`config.mk`:
```
export PLATFORM = sky130hd
export DESIGN_NAME = rail_enable_register_bank
export DESIGN_NICKNAME = d
export VERILOG_FILES = /design/src/common/rail_enable_pkg.sv /design/src/hdl/unlock_gate.sv /design/src/hdl/gp_pin_mux.sv /design/src/hdl/rail_enable_register_bank.sv
export SDC_FILE = /design/constraint.sdc
export NUM_CORES = 1
export LEC_CHECK = 0
export ABC_AREA = 1
export BUFFER_PORTS_ARGS = -buffer_cell sky130_fd_sc_hd__buf_2
export CORE_UTILIZATION = 35
export CTS_BUF_LIST = sky130_fd_sc_hd__clkbuf_4
export DETAILED_ROUTE_END_ITERATION = 12
export HOLD_SLACK_MARGIN = 0.1
export PLACE_DENSITY = 0.71
export SYNTH_ARGS = -nofsm -noshare
export SYNTH_HDL_FRONTEND = slang
export SYNTH_SLANG_ARGS = --single-unit
```
`constraint.sdc`:
```
create_clock -name ref_clk -period 2.9 [get_ports ref_clk]
set_input_delay 0 -clock ref_clk [delete_from_list [all_inputs] [get_ports ref_clk]]
set_output_delay 0 -clock ref_clk [all_outputs]
set_load 0.02 [all_outputs]
```
`src/common/rail_enable_pkg.sv`:
```
// Constants shared by the rail-enable register bank and its helpers.
// Assumes an I2C front end that presents decoded subaddress strobes.
package rail_enable_pkg;

    // ------------------------------------------------------------
    // Subaddresses
    // ------------------------------------------------------------
    localparam logic [7:0] UNLOCK_KEY_OFS = 8'h10;
    localparam logic [7:0] CONVERTER_ENABLE_OFS = 8'h11;
    localparam logic [7:0] AUXILIARY_ENABLE_OFS = 8'h12;

    // ------------------------------------------------------------
    // Widths, resets and read-back values
    // ------------------------------------------------------------
    localparam int CONV_W = 6;
    localparam int AUX_W = 7;
    localparam logic [5:0] CONV_RESET = 6'h00;
    localparam logic [6:0] AUX_RESET = 7'h00;
    localparam logic [7:0] KEY_RESET = 8'h00;
    localparam logic [7:0] KEY_READ_VALUE = 8'h00;
    localparam logic [7:0] UNMAPPED_READ_VALUE = 8'h00;

    // ------------------------------------------------------------
    // Field positions
    // ------------------------------------------------------------
    localparam int CONV_FIVE_BIT = 4;
    localparam int CONV_SIX_BIT = 5;
    localparam int SEQ_CONV_W = 5;
    localparam int SEQ_AUX_W = 2;
    localparam int GP_ONE_BIT = 4;
    localparam int GP_TWO_BIT = 5;
    localparam int GP_THREE_BIT = 6;

    // Arbitrary neutral value; the key a write must carry is addr xor this
    localparam logic [7:0] UNLOCK_KEY_MASK = 8'h7D;

    // ------------------------------------------------------------
    // Helpers
    // ------------------------------------------------------------
    // Bits under mask take new value, others keep old
    function automatic logic [7:0] merge_bits(input logic [7:0] old_v,
                                              input logic [7:0] new_v,
                                              input logic [7:0] mask);
        merge_bits = (old_v & ~mask) | (new_v & mask);
    endfunction : merge_bits

endpackage : rail_enable_pkg

```
`src/hdl/unlock_gate.sv`:
```
// Tracks the unlock sequence: a key write arms, the very next write is checked.
// Assumes write strobes are one-cycle pulses synchronous to ref_clk.
`timescale 1ns/1ns
`default_nettype none
module unlock_gate
(
    input wire logic ref_clk,
    input wire logic sys_rst,
    input wire logic wr_stb,
    input wire logic [7:0] wr_addr,
    input wire logic [7:0] wr_data,
    output logic grant
);
    import rail_enable_pkg::*;

    typedef struct packed {
        logic armed;
        logic [7:0] key;
    } gate_state_t;

    gate_state_t s_q;
    gate_state_t s_d;
    logic is_prot;

    assign is_prot = (wr_addr == CONVERTER_ENABLE_OFS) || (wr_addr == AUXILIARY_ENABLE_OFS);
    // Key must be armed and equal the target subaddress xor UNLOCK_KEY_MASK
    assign grant = wr_stb && is_prot && s_q.armed
                   && (s_q.key == (wr_addr ^ UNLOCK_KEY_MASK));

    always_comb
    begin
        s_d = s_q;
        if (wr_stb)
        begin
            // Any write consumes the arming, so a stale key never unlocks
            s_d.armed = (wr_addr == UNLOCK_KEY_OFS);
            if (wr_addr == UNLOCK_KEY_OFS)
            begin
                s_d.key = wr_data;
            end
        end
    end

    always_ff @(posedge ref_clk or posedge sys_rst)
    begin
        if (sys_rst)
        begin
            s_q <= '{armed: 1'b0, key: KEY_RESET};
        end
        else
        begin
            s_q <= s_d;
        end
    end

endmodule : unlock_gate
`default_nettype wire

```
`src/hdl/gp_pin_mux.sv`:
```
// Drives the three general-purpose pins and the warm-reset request.
// Assumes pin inputs are already synchronous to ref_clk.
`timescale 1ns/1ns
`default_nettype none
module gp_pin_mux
(
    input wire logic ref_clk,
    input wire logic sys_rst,
    input wire logic gp_out_one_level,
    input wire logic gp_out_two_level,
    input wire logic gp_out_three_level,
    input wire logic warm_reset_pin_select,
    input wire logic gpio_route_select,
    input wire logic gp_pin_one_in,
    input wire logic gp_pin_three_in,
    output logic gp_pin_one_oe_n,
    output logic gp_pin_two_oe_n,
    output logic gp_pin_three_oe_n,
    output logic warm_reset_conv12
);
    typedef struct packed {
        logic one_oe_n;
        logic two_oe_n;
        logic three_oe_n;
        logic warm_rst;
    } pin_state_t;

    pin_state_t s_q;
    pin_state_t s_d;

    always_comb
    begin
        s_d = s_q;
        // Open drain: enable low means pulled low, high means released
        s_d.one_oe_n = gpio_route_select | gp_out_one_level;
        s_d.two_oe_n = gpio_route_select ? gp_pin_one_in : gp_out_two_level;
        s_d.three_oe_n = warm_reset_pin_select | gp_out_three_level;
        s_d.warm_rst = warm_reset_pin_select & ~gp_pin_three_in;
    end

    always_ff @(posedge ref_clk or posedge sys_rst)
    begin
        if (sys_rst)
        begin
            s_q <= '{one_oe_n: 1'b0, two_oe_n: 1'b0, three_oe_n: 1'b0, warm_rst: 1'b0};
        end
        else
        begin
            s_q <= s_d;
        end
    end

    assign gp_pin_one_oe_n = s_q.one_oe_n;
    assign gp_pin_two_oe_n = s_q.two_oe_n;
    assign gp_pin_three_oe_n = s_q.three_oe_n;
    assign warm_reset_conv12 = s_q.warm_rst;
endmodule : gp_pin_mux
`default_nettype wire

```
`src/hdl/rail_enable_register_bank.sv`:
```
// Unlock-key register and the two rail-enable registers of the power manager.
// Assumes an I2C slave front end giving one-cycle write and read strobes with
// a subaddress, a power sequencer with its own update strobe, and seal and
// select levels from the configuration logic.
//
// How it works
// - Key register always reads back zero
// - Key write must precede protected register writes
// - Key writes forwarded to freshness seal logic
// - Key writes forwarded to default programming logic
// - Converter register resets zero, protected, bits 7:6 zero
// - Auxiliary register resets zero, protected, bit 7 zero
// - Bits 0 to 5 switch six converters
// - Sixth converter clear ignored while seal set
// - Fifth converter host-write clear ignored while seal set
// - Sequencer updates converters one to five
// - Aux bits 1,0: switch one, linear regulator
// - Aux bits 3,2: switches three and two
// - Aux bit 6 pulls third pin low
// - Warm-reset select disables aux bit 6
// - Aux bit 5 pulls second pin low
// - Aux bit 4 pulls first pin low
// - Routing select disables aux bits 4,5
// - Warm-reset select makes pin three an input
// - Routing select: pin one drives pin two
`timescale 1ns/1ns
`default_nettype none
module rail_enable_register_bank
(
    input wire logic ref_clk,
    input wire logic sys_rst,
    // Register port from the I2C front end
    input wire logic reg_wr_stb,
    input wire logic reg_rd_stb,
    input wire logic [7:0] reg_addr,
    input wire logic [7:0] reg_wdata,
    output logic [7:0] reg_rdata,
    output logic reg_rvalid,
    // Power sequencer
    input wire logic seq_upd_stb,
    input wire logic [rail_enable_pkg::SEQ_CONV_W-1:0] seq_conv_bits,
    input wire logic [rail_enable_pkg::SEQ_AUX_W-1:0] seq_aux_bits,
    // Configuration levels owned elsewhere
    input wire logic factory_seal_flag,
    input wire logic warm_reset_pin_select,
    input wire logic gpio_route_select,
    // Key forwarding to seal and default-programming logic
    output logic key_wr_pulse,
    output logic [7:0] unlock_key_field,
    // Rail enables
    output logic conv_one_on,
    output logic conv_two_on,
    output logic conv_three_on,
    output logic conv_four_on,
    output logic conv_five_on,
    output logic conv_six_on,
    output logic linear_reg_on,
    output logic switch_one_on,
    output logic switch_two_on,
    output logic switch_three_on,
    // General-purpose pins, open drain
    input wire logic gp_pin_one_in,
    output logic gp_pin_one_out,
    output logic gp_pin_one_oe_n,
    output logic gp_pin_two_out,
    output logic gp_pin_two_oe_n,
    input wire logic gp_pin_three_in,
    output logic gp_pin_three_out,
    output logic gp_pin_three_oe_n,
    output logic warm_reset_conv12
);
    import rail_enable_pkg::*;

    // ------------------------------------------------------------
    // State
    // ------------------------------------------------------------
    typedef struct packed {
        logic [CONV_W-1:0] conv;
        logic [AUX_W-1:0] aux;
        logic [7:0] rdata;
        logic rvalid;
        logic key_wr;
        logic [7:0] key;
        logic zero_out;
    } bank_state_t;

    bank_state_t s_q;
    bank_state_t s_d;
    logic grant;
    logic [7:0] conv_wr;
    logic [7:0] conv_ext;
    logic [7:0] aux_ext;
    logic [7:0] conv_seq;
    logic [7:0] aux_seq;
    logic [7:0] conv_keep;
    // Merge results, sliced back to register width after the call
    logic [7:0] conv_mrg;
    logic [7:0] aux_mrg;

    // ------------------------------------------------------------
    // Unlock check
    // ------------------------------------------------------------
    unlock_gate u_gate
    (
        .ref_clk(ref_clk),
        .sys_rst(sys_rst),
        .wr_stb(reg_wr_stb),
        .wr_addr(reg_addr),
        .wr_data(reg_wdata),
        .grant(grant)
    );

    // ------------------------------------------------------------
    // Next state
    // ------------------------------------------------------------
    assign conv_ext = {2'b00, s_q.conv};
    assign aux_ext = {1'b0, s_q.aux};
    // Seal set: backup converters may be set but not cleared
    assign conv_keep = {2'b00, factory_seal_flag, factory_seal_flag, 4'h0} & conv_ext;
    assign conv_wr = ({2'b00, reg_wdata[CONV_W-1:0]} | conv_keep);
    assign conv_seq = {3'b000, seq_conv_bits};
    assign aux_seq = {6'b000000, seq_aux_bits};

    always_comb
    begin
        s_d = s_q;
        conv_mrg = 8'h00;
        aux_mrg = 8'h00;
        s_d.rvalid = reg_rd_stb;
        s_d.key_wr = 1'b0;
        if (reg_rd_stb)
        begin
            case (reg_addr)
                UNLOCK_KEY_OFS: s_d.rdata = KEY_READ_VALUE;
                CONVERTER_ENABLE_OFS: s_d.rdata = conv_ext;
                AUXILIARY_ENABLE_OFS: s_d.rdata = aux_ext;
                default: s_d.rdata = UNMAPPED_READ_VALUE;
            endcase
        end
        if (reg_wr_stb && (reg_addr == UNLOCK_KEY_OFS))
        begin
            s_d.key_wr = 1'b1;
            s_d.key = reg_wdata;
        end
        // Host write only when unlocked; otherwise contents stay
        if (grant && (reg_addr == CONVERTER_ENABLE_OFS))
        begin
            s_d.conv = conv_wr[CONV_W-1:0];
        end
        if (grant && (reg_addr == AUXILIARY_ENABLE_OFS))
        begin
            s_d.aux = reg_wdata[AUX_W-1:0];
        end
        // Sequencer wins over a host write in the same cycle
        if (seq_upd_stb)
        begin
            conv_mrg = merge_bits({2'b00, s_d.conv}, conv_seq, 8'h1F);
            aux_mrg = merge_bits({1'b0, s_d.aux}, aux_seq, 8'h03);
            s_d.conv = conv_mrg[CONV_W-1:0];
            s_d.aux = aux_mrg[AUX_W-1:0];
        end
    end

    always_ff @(posedge ref_clk or posedge sys_rst)
    begin
        if (sys_rst)
        begin
            s_q <= '{conv: CONV_RESET, aux: AUX_RESET, rdata: UNMAPPED_READ_VALUE,
                     rvalid: 1'b0, key_wr: 1'b0, key: KEY_RESET,
                     zero_out: 1'b0};
        end
        else
        begin
            s_q <= s_d;
        end
    end

    // ------------------------------------------------------------
    // Outputs
    // ------------------------------------------------------------
    assign reg_rdata = s_q.rdata;
    assign reg_rvalid = s_q.rvalid;
    assign key_wr_pulse = s_q.key_wr;
    assign unlock_key_field = s_q.key;
    assign conv_one_on = s_q.conv[0];
    assign conv_two_on = s_q.conv[1];
    assign conv_three_on = s_q.conv[2];
    assign conv_four_on = s_q.conv[3];
    assign conv_five_on = s_q.conv[CONV_FIVE_BIT];
    assign conv_six_on = s_q.conv[CONV_SIX_BIT];
    assign linear_reg_on = s_q.aux[0];
    assign switch_one_on = s_q.aux[1];
    assign switch_two_on = s_q.aux[2];
    assign switch_three_on = s_q.aux[3];
    // Open drain pins never drive high
    assign gp_pin_one_out = s_q.zero_out;
    assign gp_pin_two_out = s_q.zero_out;
    assign gp_pin_three_out = s_q.zero_out;

    // ------------------------------------------------------------
    // Pins
    // ------------------------------------------------------------
    gp_pin_mux u_pins
    (
        .ref_clk(ref_clk),
        .sys_rst(sys_rst),
        .gp_out_one_level(s_q.aux[GP_ONE_BIT]),
        .gp_out_two_level(s_q.aux[GP_TWO_BIT]),
        .gp_out_three_level(s_q.aux[GP_THREE_BIT]),
        .warm_reset_pin_select(warm_reset_pin_select),
        .gpio_route_select(gpio_route_select),
        .gp_pin_one_in(gp_pin_one_in),
        .gp_pin_three_in(gp_pin_three_in),
        .gp_pin_one_oe_n(gp_pin_one_oe_n),
        .gp_pin_two_oe_n(gp_pin_two_oe_n),
        .gp_pin_three_oe_n(gp_pin_three_oe_n),
        .warm_reset_conv12(warm_reset_conv12)
    );
endmodule : rail_enable_register_bank
`default_nettype wire

```
* After elaboration in Yosys (flattened, before gate mapping)
Cells that the tools add are included.
** Cells by class
- Add/sub/neg operators :: 0
- Multiply operators :: 0
- Div/mod/pow operators :: 0
- Order comparisons :: 0
- Equality and inequality tests :: 4
- Shift operators :: 0
- Mux-type cells :: 6
- Bitwise logic cells :: 9
- Reductions and logical operators :: 10
** Operator list (number)
- 8-bit by 5-bit == test with 1-bit output, second input constant :: 3
- 7-bit one-hot mux with 2 select lines :: 1
- 13-bit 2-to-1 mux :: 1
- 9-bit 2-to-1 mux :: 1
- 8-bit == test :: 1
- 7-bit 2-to-1 mux :: 1
- 7-bit by 2-bit bitwise OR with 7-bit output :: 1
- 6-bit AND :: 1
- 1-bit logical AND :: 6
- 6-bit 2-to-1 mux :: 1
- 6-bit NOT :: 1
- 6-bit by 5-bit bitwise OR with 6-bit output :: 1
- 6-bit bitwise OR :: 1
- 2-bit nonzero test :: 2
- 1-bit bitwise OR :: 2
- 2-bit AND reduction :: 1
- 1-bit AND :: 1
- 1-bit logical OR :: 1
- 1-bit 2-to-1 mux :: 1
- 1-bit NOT :: 1
** Storage, ports and cells
- Register bits after elaboration :: 44
- Bits in latches :: 0
- Memory bits (writable) :: 0
- Memory bits (read-only) :: 0
- Input bits :: 33
- Memories kept :: 0

* Logic depth before layout (Yosys ltp)
Gate-level depths: netlist of the first run.
- Depth in word-level cells :: 9
- Depth in mapped cells :: 11
- Mapped depth without buffers :: 11

* Hierarchy
A second synthesis of the first run with hierarchy kept.
** Second synthesis, totals
- Cells, all modules :: 281
- Area total of the unflattened synthesis :: 2242.2 um^2
** Modules (own cells, without submodules)
- rail_enable_register_bank :: instances 1, cells an instance 184, area an instance 1521.5 um^2, sequential area each 750.7 um^2
- unlock_gate :: instances 1, cells an instance 84, area an instance 581.8 um^2, sequential area each 225.2 um^2
- gp_pin_mux :: instances 1, cells an instance 13, area an instance 138.9 um^2, sequential area each 100.1 um^2

* Worst setup path after synthesis of the first run
No wires, ideal clock.
- Path type :: flip-flop to flip-flop
- Start :: reg unlock_key_field[6] (netlist name)
- End :: reg s_q (netlist bit switch_one_on)
- Setup time :: 0.122 ns
- Data arrival time :: 1.211 ns
- Required time :: 2.778 ns
- Slack :: 1.567 ns
- Cell stages (with the launch flop) :: 10
- Period minus slack after synthesis :: 1.333 ns
- Path through :: dfrtp_1 -> nand2_1 -> nand2_1 -> nor2_4 -> nand3_2 -> nor2_4 -> nand2_4 -> buf_6 -> nand3_2 -> nand3_2
** RTL lines
- to (signal assigned) :: RTL line rail_enable_register_bank.sv:168 : s_q <= '{conv: CONV_RESET, aux: AUX_RESET, rdata: UNMAPPED_READ_VALUE,
- to (decl) :: RTL line rail_enable_register_bank.sv:87 : bank_state_t s_q;

==> flow_summary.ini, run 1 <==
[outcome]
run_status = finished clean

[cells_and_area]
area_growth_pct = 35.3
post-route-util = 0.492
drive_gt1_frac = 0.322
diodes = 0
final-instance-count-excl-fill = 390
fillers = 548
fin_nets = 352

[power]
power.density_nw_per_um2 = 390
p_leak_nw = 1.36
ir_worst_vdd_mv = 0.129

[synthesis]
yosysWarnings = 0
synth_most_common_cell = nand2_1
synth-xor-area-share = 0
ys_top_cells_by_count = 63 x nand2_1, 35 x dfrtp_1, 26 x inv_1, 15 x nor2_1, 14 x nand3_1
synth_top_flop_cell = dfrtp_1
syn_inst = 230
synthMuxAreaShare = 0.00602
synth_area_leaders = dfrtp_1 47%, nand2_1 13%, inv_1 5.2%
synth.avg_cell_area_um2 = 8.13
yosys.area_share.simple = 0.301
async_flop_share = 1.00
yosysSeqAreaShare = 0.469
yosysTopAreaCellShare = 0.469
synth_compound_area_frac = 0.0863
yosys.area.top_type = dfrtp_1
synthAdderAreaFrac = 0
synth_top_family_by_area = simple AND/OR/NAND/NOR gates
synth_edf_count = 0
netlist_area_um2 = 1870
ys_seq_elements = 35
ys_types = 26

[floorplan]
die_w_um = 75.1
dieArea_um2 = 5640
num_io_pins = 68
row_count = 26
initial_utilization = 0.364
coreArea_um2 = 5140
die_h_um = 75.1

[clocking]
numCtsBuffers = 5
clock_path_buffers = 2
h-tree-depth = 2
insertion_delay_ns = 0.33
clock-sinks = 35
clockRootBuffer = clkbuf_4
postCtsSetupBuffers = 0
clk_pin_slew_worst_paths_ns = 0.10
cts_tree = built
cts_resized = 0

[worst_setup_path]
r2r_start = unlock_key_field[4]
crit_end = linear_reg_on
crit_required_ns = 3.12
cp.arrival_ns = 2.32
rr_endpoint = linear_reg_on
reg2reg_depth = 11
critPathMaxStageDelay_ns = 0.55
cp.buffers_inverters = 3
ff2ff_setup_slack_ns = 0.80
crit_fanout = 12
cp-end-kind = register
crit_chain = nand2_1 > inv_1 > nor2_1 > nand3_1 > inv_1 > nand2_2 > nor2_4 > nand2_4 > nand3_2 > nand3_2 > dlygate4sd3_1
worstSetupStartpointType = register
crit_start = unlock_key_field[4]
path_depth = 11
path_delay_family = simple AND/OR/NAND/NOR gates
worstSetupPathType = reg2reg
cp_slowest_cell = dlygate4sd3_1

[timing]
period_share = 0.724
finalWorstSetupSlack_ns = 0.802
finalHoldViolCount = 0
drv_slew = 0
setup-violations-final = 0
clock-skew-final_ns = 0.00429
setup_tns_ns = 0
rsz0062_at_grt = false
max_freq_ghz = 0.477
fin_crit_ns = 2.10
holdWs_ns = 0.122

[global_routing]
grt.overflow.total = 0
track_usage = 0.181
grt_pass1_wl_um = 7510
antenna_found_initial = 0
grt_max_degree = 36
first_global_vias = 1695

[routing]
vias = 1765
drt-initial-drc-count = 65
wl_per_cell_um = 12.0
ant_nets = 0
wirelength_um = 4670
drc = 0
vias_per_cell = 4.53
drt_pre_antenna_iters = 4

[placed_design]
place_inst = 350
place_congestion = 0.885
portBuffers = 63
dpl.hpwl_um = 3390
place_ws_ns = 1.38

[hold_path]
worstHoldStart = seq_upd_stb
hold_path.class = in2reg
hold_depth = 4

[run]
drv_cap = 0
layout by cell type (no fill, tap or decap):
cell,count
nand2_1,63
buf_2,63
dfrtp_1,35
dlygate4sd3_1,32
inv_1,26
nor2_1,15
nand3_1,14
o21ai_0,13
nand2_2,7
inv_2,6
a31oi_1,6
nand3_2,6
clkbuf_4,6
o21ai_2,5
conb_1,4
nor2_4,3
nor2_2,2
a21oi_1,2
nand4_1,2
or2_2,2
clkinv_1,2
or2_1,1
nand2_4,1
nand3b_1,1
o21ai_1,1
mux2_2,1
buf_4,1
how the worst min path moves through the flow:
stage                         endpoint
after floorplan             reg_rvalid
after global placement    key_wr_pulse
after detailed placement  key_wr_pulse
after CTS                  conv_two_on
after global routing       conv_two_on
final                      conv_two_on
cell families (layout without fill, tap and decap cells):
group                  after synthesis  count (layout)
AOI/OAI and AO/OA                   27              27
buffers and inverters               49             136
DFF                                 35              35
muxes                                1               1
other                                1               4
and+or+nand+nor                    117             117
power by group:
| group | switching (mW) | internal, mW |
|---|---|---|
| clock network | 0.155 | 0.0991 |
| logic | 0.113 | 0.0869 |
| registers | 0.0192 | 0.512 |
stage by stage:
| step | instance area (um2) | power, mW |
|---|---|---|
| after floorplan | 1880 | 0.652 |
| after global placement | 2160 | 0.705 |
| after detailed placement | 2160 | 0.708 |
| after CTS | 2530 | 0.998 |
| after global routing | 2530 | 1.05 |
| final | 2530 | 0.985 |
worst register-to-register path, cell delays in order (launching register included):
cell and delay, ns:
dfrtp_1 0.43, nand2_1 0.09, inv_1 0.04, nor2_1 0.08, nand3_1 0.12, inv_1 0.10
nand2_2 0.07, nor2_4 0.17, nand2_4 0.17, nand3_2 0.11, nand3_2 0.06, dlygate4sd3_1 0.55
final cells by class:
type | instances | area (um2) | share of cell area
sequential | 35 | 876 | 0.346
multi-input combinational | 149 | 751 | 0.297
timing repair buffer | 96 | 643 | 0.254
inverter | 32 | 120 | 0.0475
tap | 70 | 87.6 | 0.0346
clock buffer | 6 | 45.0 | 0.0178
clock inverter | 2 | 7.51 | 0.00297
timing repair:
item,in CTS,in global routing
hold buffers,32,0
endpoints found under the setup margin,0,0
hold endpoints to repair,69,0
routing by layer:
metal  global-route usage  wire [um]  vias up
met5                    0          0        -
met4               0.0377         35        0
met3               0.0535        294        5
met2                0.313       2320       61
met1                0.224       2010      821
li1                     -          -      878
Note: power is estimated with default switching activity, not from simulation.
==> run 2, diff against run 1 <==
PLACE_DENSITY = 0.73   (was 0.71)
clock period = 1.8 ns   (was 2.9 ns; I/O delays follow)
==> flow_summary.ini, run 2 (synthesis gave the netlist of run 1 again) <==
[outcome]
run_status = finished clean

[global_routing]
track_usage = 0.183
grt_max_degree = 36
antenna_found_initial = 0
first_global_vias = 1692
grt_pass1_wl_um = 7520
grt.overflow.total = 0

[floorplan]
die_h_um = 75.1
num_io_pins = 68
dieArea_um2 = 5640
coreArea_um2 = 5140
initial_utilization = 0.364
die_w_um = 75.1
row_count = 26

[power]
p_leak_nw = 1.36
seq_power_share = 0.524
switchingPower_uw = 499
p_comb_frac = 0.200
ir_worst_vdd_mv = 0.241
power.density_nw_per_um2 = 640
p_sw_frac = 0.306
power.internal_mw = 1.13
clockPowerShare = 0.276

[worst_setup_path]
cp-end-kind = register
crit_fanout = 10
ff2ff_setup_slack_ns = 0.29
worstSetupStartpointType = input pin
crit_required_ns = 2.06
cp.arrival_ns = 1.85
worstSetupPathType = in2reg
reg2reg_depth = 9
r2r_start = unlock_key_field[6]

[cells_and_area]
fin_nets = 354
drive_gt1_frac = 0.339
final_cell_mix = 63 x nand2_1, 63 x buf_2, 35 x dfrtp_1
post-route-util = 0.496
final-instance-count-excl-fill = 392
fillers = 544
diodes = 0
post-route-cell-area_um2 = 2550
area_growth_pct = 36.5

[hold_path]
hold_path.class = in2reg
worstHoldStart = reg_addr[7]
hold_depth = 8

[routing]
drt_pre_antenna_iters = 5
top_layer_used = met4
wl_per_cell_um = 12.0
drt-initial-drc-count = 135
drc = 0
wl_met2_um = 2320
ant_nets = 0
vias_per_cell = 4.45
m1WireLength_um = 2010
vias = 1745
wl_met3_um = 312
wirelength_um = 4710

[clocking]
cts_tree = built
clock_path_buffers = 2
h-tree-depth = 2
clockRootBuffer = clkbuf_4
clock-sinks = 35
numCtsBuffers = 5
insertion_delay_ns = 0.35
clk_pin_slew_worst_paths_ns = 0.11

[timing]
period_share = 0.883
fin_crit_ns = 1.59
setup-violations-final = 0
clock-skew-final_ns = 0.00928
max_freq_ghz = 0.629
drv_slew = 0
finalHoldViolCount = 0
rsz0062_at_grt = false
setup_tns_ns = 0

[run]
drv_cap = 0

[placed_design]
dpl_cell_area_um2 = 2160
place_inst = 350
place_congestion = 0.854
portBuffers = 63
dpl.hpwl_um = 3350
-- run 2: cell types whose count changed in the layout (fill, tap and decap cells not counted), sizes merged --
cell         change
clkinv           -1
buf              +3
inv              -1
clkinvlp         +2
dlygate4sd3      -1
-- run 2: layout make-up --
type                       count  area [um2]  share of cell area
sequential                    35         876               0.343
multi-input combinational    149         751               0.294
timing repair buffer          98         656               0.257
inverter                      32         124              0.0486
tap                           70        87.6              0.0343
clock buffer                   6        45.0              0.0177
clock inverter                 2        12.5             0.00490
-- run 2: what timing repair did --
action,CTS,global route
gates resized for setup,0,1
endpoints found under the setup margin,0,1
setup buffers,0,3
hold endpoints to repair,69,0
hold buffers,31,0
-- run 2: routing by layer --
metal | global-route usage | up-vias
li1 | - | 885
met1 | 0.215 | 787
met2 | 0.318 | 66
met3 | 0.0509 | 7
met4 | 0.0650 | 0
met5 | 0 | -
-- run 2: worst max-delay path, stage by stage --
cell	delay, ns
dlygate4sd3_1	0.52
buf_2	0.21
clkinvlp_4	0.19
o21ai_0	0.20
dlygate4sd3_1	0.59
nand2_1	0.05
nand2_1	0.05
inv_1	0.04
-- run 2: worst max-delay path by stage --
stage	startpoint	to	slack, ns	depth (start not counted)
after detailed placement	unlock_key_field[6]	switch_one_on	0.31	9
after global placement	unlock_key_field[6]	linear_reg_on	0.37	9
after floorplan	unlock_key_field[6]	switch_one_on	0.47	9
after global routing	seq_upd_stb	conv_five_on	0.09	8
final	seq_upd_stb	conv_five_on	0.21	8
after CTS	seq_upd_stb	conv_five_on	0.18	9
-- run 2: per-stage QoR --
step | hold slack [ns] | worst slack, ns | power, mW
after floorplan | 0.0314 | 0.467 | 1.05
after global placement | 0.120 | 0.373 | 1.14
after detailed placement | 0.122 | 0.307 | 1.14
after CTS | 0.197 | 0.178 | 1.63
after global routing | 0.214 | 0.0865 | 1.71
final | 0.209 | 0.210 | 1.63
-- run 2: power groups by stage --
stage	Sequential (mW)	Combinational [mW]	Clock (mW)
finish	0.855	0.327	0.451
global route	0.861	0.363	0.484
CTS	0.855	0.322	0.455
detailed placement	0.870	0.269	0
global placement	0.870	0.265	0
floorplan	0.903	0.148	0
==> run 3, diff against run 2 <==
CORE_MARGIN = 10   (was unset)
==> flow_summary.ini, run 3 (synthesis gave the netlist of run 1 again) <==
[outcome]
run_status = finished clean

[routing]
wirelength_um = 5190
drc = 0
wl_per_cell_um = 13.4
ant_nets = 0
vias = 1739
vias_per_cell = 4.49
drt-initial-drc-count = 51
drt_pre_antenna_iters = 4

[worst_setup_path]
critPathMaxStageDelay_ns = 0.42
crit_required_ns = 2.02
worstSetupPathType = reg2reg
crit_fanout = 12
r2r_start = unlock_key_field[4]
cp_slowest_cell = dfrtp_1
ff2ff_setup_slack_ns = 0.32
worstSetupStartpointType = register
reg2reg_depth = 10
cp-end-kind = register
crit_chain = nand2_1 > inv_1 > nor2_1 > nand3_1 > inv_1 > nand2_2 > nor2_4 > nand2_4 > nand2_1 > o21ai_2
cp.arrival_ns = 1.70

[clocking]
numCtsBuffers = 5
insertion_delay_ns = 0.34
clock_path_buffers = 2
cts_tree = built
clk_pin_slew_worst_paths_ns = 0.11
cts_hold_buf = 30
postCtsSetupBuffers = 0
cts_resized = 0
clockRootBuffer = clkbuf_4
h-tree-depth = 2
clock-sinks = 35

[timing]
setup_tns_ns = 0
rsz0062_at_grt = false
drv_slew = 0
setup-violations-final = 0
period_share = 0.821
fin_crit_ns = 1.48
max_freq_ghz = 0.677
clock-skew-final_ns = 0.0134
holdWs_ns = 0.193
finalHoldViolCount = 0

[power]
p_comb_frac = 0.186
power.density_nw_per_um2 = 684
p_leak_nw = 1.36
switchingPower_uw = 469
power.internal_mw = 1.26
p_sw_frac = 0.271
clockPowerShare = 0.320
ir_worst_vdd_mv = 0.254
seq_power_share = 0.494

[hold_path]
hold_path.class = in2reg
worstHoldStart = reg_addr[7]
hold_depth = 8

[global_routing]
grt_max_degree = 36
grt.overflow.total = 0
grt_pass1_wl_um = 8680
track_usage = 0.124
first_global_vias = 1861
antenna_found_initial = 0

[run]
drv_cap = 0

[cells_and_area]
fin_nets = 350
drive_gt1_frac = 0.328
area_growth_pct = 35.5
diodes = 0
final_cell_mix = 63 x nand2_1, 63 x buf_2, 35 x dfrtp_1

[placed_design]
place_congestion = 0.893
dpl.hpwl_um = 3940
portBuffers = 63

[floorplan]
coreArea_um2 = 5140
row_count = 26
dieArea_um2 = 8660
num_io_pins = 68
initial_utilization = 0.364
die_w_um = 93.1
die_h_um = 93.1
## run 3: cell count changes in the layout (fill, tap and decap cells not counted)
cell	previous run	this run
buf_4	4	1
clkinv_2	1	0
dlygate4sd3_1	31	30
inv_1	25	26
clkinvlp_4	2	0
bufinv_16	0	1
## run 3: layout make-up
cell class | instances | area (um2)
fill | 504 | 2610
inverter | 32 | 120
sequential | 35 | 876
clock buffer | 6 | 45.0
clock inverter | 1 | 30.0
multi-input combinational | 149 | 751
timing repair buffer | 94 | 623
tap | 70 | 87.6
## run 3: worst max path at each step
stage               endpoint                 from  slack, ns
3_5_place_dp   switch_one_on  unlock_key_field[4]       0.31
6_report            register  unlock_key_field[4]       0.32
5_1_grt             register  unlock_key_field[4]       0.13
4_1_cts             register  unlock_key_field[4]       0.31
3_3_place_gp        register  unlock_key_field[4]       0.35
2_1_floorplan  switch_one_on  unlock_key_field[6]       0.47
## run 3: per-layer routing
metal,share of wire,global-route usage
met4,0.0081,0.0347
met5,0,0
met3,0.083,0.0536
met2,0.49,0.214
met1,0.42,0.135
## run 3: stage by stage
step                      total power, mW  std cells  utilization  setup slack (ns)  instance area [um2]
after detailed placement             1.14        350        0.420             0.314                 2160
after global routing                 1.82        387        0.493             0.133                 2530
after global placement               1.14        350        0.420             0.352                 2160
final                                1.73        387        0.493             0.322                 2530
after CTS                            1.75        387        0.493             0.306                 2530
after floorplan                      1.05        233            -             0.467                 1880
## run 3: power groups by stage
stage                     combinational [mW]  clock (mW)  sequential [mW]
final                                  0.322       0.554            0.856
after CTS                              0.326       0.572            0.855
after global routing                   0.360       0.600            0.861
after floorplan                        0.148           0            0.903
after global placement                 0.270           0            0.870
after detailed placement               0.275           0            0.870
## run 3: worst max-delay path, delay by kind of cell (launching register included)
| family | cells | cell delay (ns) |
|---|---|---|
| AND/OR/NAND/NOR | 7 | 0.77 |
| flip-flops | 1 | 0.42 |
| buffers and inverters | 2 | 0.13 |
| AO/OA/AOI/OAI | 1 | 0.05 |
